### src/fbd_pkg.sv
// Summary of operation
// - Read: select low, output enable low, write high
// - Write: strobe and select low, output enable high
// - Address 18..0 word, 18..-1 byte
// - Protect: elevated reset, A1 high, A0 low, A6 selects
package fbd_pkg;

  localparam int ADDR_W = 19;
  localparam int DATA_W = 16;

  // Bus cycle phase lengths in ns at a 10 ns clock
  localparam int CLK_NS        = 10;
  localparam int ACCESS_NS     = 150;
  localparam int WRITE_NS      = 60;
  localparam int RESET_NS      = 500;
  localparam int ACCESS_CYC    = (ACCESS_NS + CLK_NS - 1) / CLK_NS;
  localparam int WRITE_CYC     = (WRITE_NS + CLK_NS - 1) / CLK_NS;
  localparam int RESET_CYC     = (RESET_NS + CLK_NS - 1) / CLK_NS;
  localparam int CNT_W         = 8;

  localparam logic [15:0] DATA_RST = 16'h0000;
  localparam logic [18:0] ADDR_RST = 19'h00000;
  localparam logic [CNT_W-1:0] CNT_ZERO = 8'h00;

  // Protect selection address bits
  localparam int PROT_A6 = 6;
  localparam int PROT_A1 = 1;
  localparam int PROT_A0 = 0;

  typedef enum logic [1:0]
  {
    OP_READ    = 2'h0,
    OP_WRITE   = 2'h1,
    OP_PROTECT = 2'h2,
    OP_RESET   = 2'h3
  } fbd_op_type;

  typedef enum logic [2:0]
  {
    ST_IDLE  = 3'b000,
    ST_SETUP = 3'b001,
    ST_HOLD  = 3'b011,
    ST_DONE  = 3'b010,
    ST_RST   = 3'b110
  } fbd_state_type;

  typedef struct packed
  {
    fbd_op_type  op;
    logic        byte_mode;
    logic        byte_lsb;
    logic        unprotect;
    logic [18:0] addr;
    logic [15:0] wdata;
  } fbd_req_type;

  typedef struct packed
  {
    logic        chip_sel_n;
    logic        out_en_n;
    logic        wr_en_n;
    logic        reset_n;
    logic        elevated_voltage_level;
    logic        byte_sel_n;
    logic [18:0] addr;
  } fbd_pins_type;

  function automatic logic [CNT_W-1:0] fbd_cyc(input int n);
    fbd_cyc = CNT_W'(n - 1);
  endfunction : fbd_cyc

endpackage : fbd_pkg

### src/fbd_host.sv
`timescale 1ns/1ps
module fbd_host
(
  input  wire logic                clk_sys,
  input  wire logic                rstn,
  input  wire logic                clk_en,
  input  wire logic                req_valid,
  output      logic                req_ready,
  input  wire fbd_pkg::fbd_req_type req,
  output      logic                rsp_valid,
  output      logic [15:0]         rsp_data,
  output      fbd_pkg::fbd_pins_type pins,
  input  wire logic [15:0]         dq_i,
  output      logic [15:0]         dq_o,
  output      logic [15:0]         dq_oe,
  input  wire logic                ready_busy_n,
  output      logic                flash_ready
);
  import fbd_pkg::*;

  fbd_state_type  state_r;
  fbd_state_type  state_nxt;
  fbd_req_type    cur_r;
  fbd_pins_type   pins_r;
  fbd_pins_type   pins_nxt;
  logic [CNT_W-1:0] cnt_r;
  logic [CNT_W-1:0] cnt_nxt;
  logic [15:0]    dq_o_r;
  logic [15:0]    dq_oe_r;
  logic [15:0]    dq_o_nxt;
  logic [15:0]    dq_oe_nxt;
  logic [15:0]    rsp_data_r;
  logic           rsp_valid_r;
  logic [2:0]     rb_sync_r;
  logic           rb_stable_r;

  wire cnt_done  = (cnt_r == CNT_ZERO);
  wire is_read   = (cur_r.op == OP_READ);
  wire is_prot   = (cur_r.op == OP_PROTECT);
  wire is_reset  = (cur_r.op == OP_RESET);
  wire take      = req_valid && (state_r == ST_IDLE);
  // Byte mode narrows the bus; pin 15 carries the low address bit
  wire [15:0] byte_oe = {1'b1, 7'h00, 8'hff};
  wire [15:0] wide_dq = req.byte_mode ? {req.byte_lsb, 7'h00, req.wdata[7:0]}
                                      : req.wdata;
  wire [15:0] rd_oe   = req.byte_mode ? {1'b1, 15'h0000} : 16'h0000;
  wire [18:0] prot_addr = {req.addr[18:7], req.unprotect, req.addr[5:2], 2'b10};
  wire [15:0] rd_mask = cur_r.byte_mode ? 16'h00ff : 16'hffff;

  assign req_ready = (state_r == ST_IDLE) && clk_en;
  assign pins      = pins_r;
  assign dq_o      = dq_o_r;
  assign dq_oe     = dq_oe_r;
  assign rsp_valid = rsp_valid_r;
  assign rsp_data  = rsp_data_r;
  assign flash_ready = rb_stable_r;

  always_comb
  begin
    state_nxt = state_r;
    pins_nxt  = pins_r;
    cnt_nxt   = cnt_done ? cnt_r : cnt_r - 1'b1;
    dq_o_nxt  = dq_o_r;
    dq_oe_nxt = dq_oe_r;
    case (state_r)
      ST_IDLE:
      begin
        if (take)
        begin
          pins_nxt.byte_sel_n = ~req.byte_mode;
          pins_nxt.addr       = (req.op == OP_PROTECT) ? prot_addr : req.addr;
          cnt_nxt   = fbd_cyc(ACCESS_CYC);
          state_nxt = ST_SETUP;
          case (req.op)
            OP_READ:
            begin
              pins_nxt.chip_sel_n = 1'b0;
              pins_nxt.out_en_n   = 1'b0;
              pins_nxt.wr_en_n    = 1'b1;
              dq_o_nxt  = {req.byte_lsb, 15'h0000};
              dq_oe_nxt = rd_oe;
            end
            OP_RESET:
            begin
              pins_nxt.reset_n = 1'b0;
              pins_nxt.chip_sel_n = 1'b1;
              cnt_nxt   = fbd_cyc(RESET_CYC);
              state_nxt = ST_RST;
            end
            default:
            begin
              pins_nxt.chip_sel_n = 1'b0;
              pins_nxt.out_en_n   = 1'b1;
              pins_nxt.elevated_voltage_level = (req.op == OP_PROTECT);
              dq_o_nxt  = wide_dq;
              dq_oe_nxt = req.byte_mode ? byte_oe : 16'hffff;
              cnt_nxt   = fbd_cyc(WRITE_CYC);
            end
          endcase
        end
      end
      ST_SETUP:
      begin
        if (!is_read)
          pins_nxt.wr_en_n = 1'b0;
        state_nxt = ST_HOLD;
      end
      ST_HOLD:
      begin
        if (cnt_done)
        begin
          pins_nxt.wr_en_n  = 1'b1;
          pins_nxt.out_en_n = 1'b1;
          state_nxt = ST_DONE;
        end
      end
      ST_DONE:
      begin
        pins_nxt.chip_sel_n = 1'b1;
        pins_nxt.elevated_voltage_level = 1'b0;
        dq_oe_nxt = 16'h0000;
        state_nxt = ST_IDLE;
      end
      ST_RST:
      begin
        dq_oe_nxt = 16'h0000;
        if (cnt_done)
        begin
          pins_nxt.reset_n = 1'b1;
          state_nxt = ST_IDLE;
        end
      end
      default:
      begin
        state_nxt = ST_IDLE;
      end
    endcase
  end

  always_ff @(posedge clk_sys or negedge rstn)
  begin
    if (!rstn)
    begin
      state_r <= ST_IDLE;
      cnt_r   <= CNT_ZERO;
      pins_r  <= '{chip_sel_n: 1'b1, out_en_n: 1'b1, wr_en_n: 1'b1, reset_n: 1'b1,
                   elevated_voltage_level: 1'b0, byte_sel_n: 1'b1, addr: ADDR_RST};
      dq_o_r  <= DATA_RST;
      dq_oe_r <= DATA_RST;
    end
    else if (clk_en)
    begin
      state_r <= state_nxt;
      cnt_r   <= cnt_nxt;
      pins_r  <= pins_nxt;
      dq_o_r  <= dq_o_nxt;
      dq_oe_r <= dq_oe_nxt;
    end
  end

  always_ff @(posedge clk_sys or negedge rstn)
  begin
    if (!rstn)
      cur_r <= '0;
    else if (clk_en && take)
      cur_r <= req;
  end

  // Read data is sampled at the end of the access time
  always_ff @(posedge clk_sys or negedge rstn)
  begin
    if (!rstn)
    begin
      rsp_valid_r <= 1'b0;
      rsp_data_r  <= DATA_RST;
    end
    else if (clk_en)
    begin
      rsp_valid_r <= (state_r == ST_HOLD) && cnt_done && !is_reset && !is_prot;
      if ((state_r == ST_HOLD) && cnt_done && is_read)
        rsp_data_r <= dq_i & rd_mask;
    end
  end

  // Busy pin synchroniser; change accepted when last two stages agree
  always_ff @(posedge clk_sys or negedge rstn)
  begin
    if (!rstn)
    begin
      rb_sync_r   <= 3'b111;
      rb_stable_r <= 1'b1;
    end
    else if (clk_en)
    begin
      rb_sync_r <= {rb_sync_r[1:0], ready_busy_n};
      if (rb_sync_r[2] == rb_sync_r[1])
        rb_stable_r <= rb_sync_r[1];
    end
  end

endmodule : fbd_host

### config.mk
export PLATFORM = sky130hd
export DESIGN_NAME = fbd_host
export DESIGN_NICKNAME = d
export VERILOG_FILES = /design/src/fbd_pkg.sv /design/src/fbd_host.sv
export SDC_FILE = /design/constraint.sdc
export NUM_CORES = 1
export LEC_CHECK = 0
export BUFFER_PORTS_ARGS = -buffer_cell sky130_fd_sc_hd__buf_2
export CORE_AREA = 3 3 128 130
export CTS_BUF_LIST = sky130_fd_sc_hd__clkbuf_8
export CTS_CLUSTER_DIAMETER = 200
export DETAILED_ROUTE_END_ITERATION = 8
export DIE_AREA = 0 0 131 133
export SYNTH_ARGS = -nofsm -noshare
export SYNTH_HDL_FRONTEND = slang
export SYNTH_SLANG_ARGS = --single-unit
### constraint.sdc
create_clock -name clk_sys -period 6.2 [get_ports clk_sys]
set_input_delay 0.62 -clock clk_sys [delete_from_list [all_inputs] [get_ports clk_sys]]
set_output_delay 0.62 -clock clk_sys [all_outputs]
set_load 0.05 [all_outputs]
==> metrics.csv <==
stage,metric,value,unit
power,peakVddDrop,0.1392,mV
layout,nets,523,
placement,portBuffers,136,
clock_tree,cts_buffers,9,
sta,slew_headroom,0.3051,
sta,hold_viol,0,
floorplanning,die_w,131,µm
synth,syn_nets,408,
clock_tree,cts_max_level,3,
grt,grt_pass1_wl,15.18,mm
layout,drive_gt1_frac,0.4413,
synth,synth-edff-count,0,
sta,max_freq,384.9,MHz
floorplanning,initial_core_util,0.2492,
clock_tree,cts-hold-fix-buffers,0,
critical_path,critical_path_class,primary input to output pin,
placement,gp_congestion,0.7800,
clock_tree,cts_buffer_depth,2,
drt,wl,9.552,mm
sta,slew_viol_final,0,
synth,syn_avg_cell_area,11.18,µm²
floorplanning,rows,45,
sta,final.setup.tns,0,ns
layout,antenna_cells,0,
grt,antenna_found_initial,0,
synth,ys_types,49,
synth,seq_area_frac_synth,0.5229,
clock_tree,cts_sinks,79,
critical_path,required,5.58,ns
drt,drcViolationCount,0,
critical_path,regToRegStartpoint,cnt_r[0]$_DFFE_PN0P_,
layout,synthToLayoutAreaGrowth,26.00,%
critical_path,r2r_setup_slack,3.83,ns
clock_tree,cts_tree,yes,
run,cap_violations,0,
clock_tree,cts.clk_slew.worst_paths,0.09,ns
critical_path,crit_path_max_incr_delay,0.52,ns
drt,num_vias,2917,
sta,setup_violations,0,
power,p_leak,0.002536,µW
sta,rsz0062_at_grt,false,
clock_tree,clkLatencyLatePin,0.36,ns
placement,placed_cell_area,4564,µm²
layout,n_fill_cell,1573,
synth,syn_inst,340,
floorplanning,die_h,133,µm
critical_path,cpMostUsedCell,buf_2,
critical_path,setup.worst_path.start_class,primary input,
synth,yosysWarnings,0,
synth,synth-main-ff-cell,dfrtp_1,
sta,fin_crit,2.598,ns
synth,netlist_area,3802,µm²
sta,finalClockSkew,0.01005,ns
clock_tree,post-cts-setup-buffers,0,
drt,via_per_inst,4.347,
critical_path,cp_top_family,simple AND/OR/NAND/NOR gates,
sta,period_share,0.4190,
grt,overflow,0,
critical_path,arrival,1.98,ns
floorplanning,design.die.area,17420,µm²
critical_path,r2r.worst_path.cells,6,
drt,wire_per_inst,14.24,µm
grt,grt_max_degree,80,
critical_path,cp_slowest_cell,or3b_1,
min_path,min-delay-path-class,primary input to asynchronous set/reset pin,
critical_path,end_kind,output pin,
critical_path,cp_cell_sequence,"buf_2, or3b_1, nor2_1, buf_2",
clock_tree,ctsResizeCount,0,
layout,post-route-cell-area,4791,µm²
layout,multiInputGateArea,1588,µm²
placement,dp_hpwl,6.714,mm
critical_path,cp_num_buf_inv,2,
grt,track_usage,0.1112,
power,cellPowerDensity,324.2,nW/µm²
synth,synthArstFlopShare,1.000,
layout,regArea,1988,µm²
synth,synth-seq-cells,79,
critical_path,worstPathMaxFanout,27,
critical_path,r2r-end,rsp_data[9]$_DFFE_PN0P_,
clock_tree,cts-root-buf,clkbuf_8,
run_status,status,"finished, final reports clean",
sta,worst_pin_slew,1.042,ns
drt,drtIter0Drc,139,
floorplanning,ios,137,
drt,antenna_left,0,
floorplanning,coreArea,15260,µm²
grt,grt_pass1_vias,2979,
drt,first_pass_iters,4,
==> flip-flops by register name, indices dropped and copies added (netlist names) <==
signal and count:
state_r 3, cur_r 3, rb_sync_r 3, cnt_r 8, pins 25, flash_ready 1, rsp_data 16, dq_o 16
dq_oe 3, rsp_valid 1
==> layout by cell type, fill, tap and decap left out, drive strengths merged, types with 3 or more instances in the layout <==
cell / Yosys / final
or4: 3 / 3
clkbuf: 13 / 11
buf: 20 / 137
o31ai: 4 / 4
a21oi: 9 / 9
a21o: 3 / 3
a22o: 5 / 5
nor3: 4 / 4
nand2b: 4 / 4
nand3b: 11 / 11
nand2: 32 / 32
dfrtp: 70 / 70
nor3b: 3 / 3
o21ai: 38 / 38
nor2: 13 / 13
nor2b: 13 / 13
nand3: 9 / 9
mux2: 35 / 35
dfstp: 9 / 9
ha: 7 / 7
inv: 9 / 11
==> power breakdown <==
| group | internal (µW) | total, µW | switching (µW) |
|---|---|---|---|
| Combinational | 143 | 461 | 318 |
| Clock | 246 | 437 | 191 |
| Sequential | 596 | 655 | 59.6 |
| Total | 985 | 1550 | 569 |
==> kinds of logic after synthesis <==
kind of cell,after synthesis,share of synthesized area
AND/OR/NAND/NOR,103,0.1586
flip-flops,79,0.5229
AO/OA/AOI/OAI,72,0.1171
buffers and inverters,42,0.05956
multiplexers,37,0.1188
adder cells (fa/ha/maj),7,0.02303
==> worst max path at each step <==
stage | from | to | slack, ns | cells past startpoint
2_1_floorplan | clk_en | req_ready | 3.62 | 4
3_3_place_gp | clk_en | req_ready | 3.58 | 4
3_5_place_dp | clk_en | req_ready | 3.58 | 4
4_1_cts | clk_en | req_ready | 3.58 | 4
5_1_grt | clk_en | req_ready | 3.51 | 4
6_report | clk_en | req_ready | 3.60 | 4
==> worst register-to-register path: cells and delay by family (launching register included) <==
kind | cells | cell delay, ns
adders and majority gates | 1 | 0.14
muxes | 1 | 0.43
buffers and inverters | 1 | 0.13
DFF | 1 | 0.45
and+or+nand+nor | 3 | 1.10
==> metrics by stage <==
step | hold slack (ns) | utilization | cells | setup WS, ns | power [µW]
after global routing | 0.4460 | 0.3140 | 671 | 3.509 | 1645
after floorplan | 0.3244 | - | 340 | 3.617 | 1022
after CTS | 0.4430 | 0.3140 | 671 | 3.575 | 1581
final | 0.4122 | 0.3140 | 671 | 3.602 | 1553
after global placement | 0.4623 | 0.2991 | 655 | 3.575 | 1124
after detailed placement | 0.4739 | 0.2991 | 655 | 3.582 | 1131
==> layout make-up <==
cell class | count | share of cell area
flip-flops and latches | 79 | 0.4150
multi-input cells | 219 | 0.3314
repair buffers | 137 | 0.1442
well taps | 211 | 0.05511
clock buffers | 11 | 0.03160
clock inverters | 5 | 0.01567
inverters | 9 | 0.007051
==> cells in the mapped netlist, types with 2 or more instances <==
cell | instances | area, µm²
or3_1 | 2 | 12.51
buf_2 | 4 | 20.02
a31oi_1 | 2 | 12.51
nor2b_1 | 13 | 81.33
o21ai_0 | 37 | 185.2
a21oi_1 | 9 | 45.04
or4b_2 | 2 | 20.02
clkbuf_1 | 13 | 48.80
buf_6 | 2 | 22.52
dfstp_2 | 9 | 236.5
inv_1 | 9 | 33.78
nor4b_1 | 2 | 17.52
mux2_2 | 25 | 281.5
nand3b_1 | 11 | 82.58
ha_1 | 7 | 87.58
a221o_1 | 2 | 20.02
mux2_4 | 10 | 150.1
nor3b_1 | 2 | 15.01
o31ai_1 | 4 | 30.03
nand2_1 | 32 | 120.1
buf_4 | 13 | 97.59
nand3_1 | 9 | 45.04
nor3_1 | 4 | 20.02
or4_1 | 2 | 15.01
nand2b_1 | 4 | 25.02
nor2_1 | 12 | 45.04
a21o_1 | 3 | 22.52
a22o_1 | 5 | 43.79
mux2i_1 | 2 | 20.02
dfrtp_1 | 70 | 1752
==> metal layers <==
metal / vias up / share of wire / GRT usage
li1: 1407 / - / -
met1: 1396 / 0.44 / 0.1425
met2: 110 / 0.47 / 0.1704
met3: 4 / 0.079 / 0.04279
met4: 0 / 0.0098 / 0.03829
met5: - / 0 / 0
(Power assumes the default switching activity.)
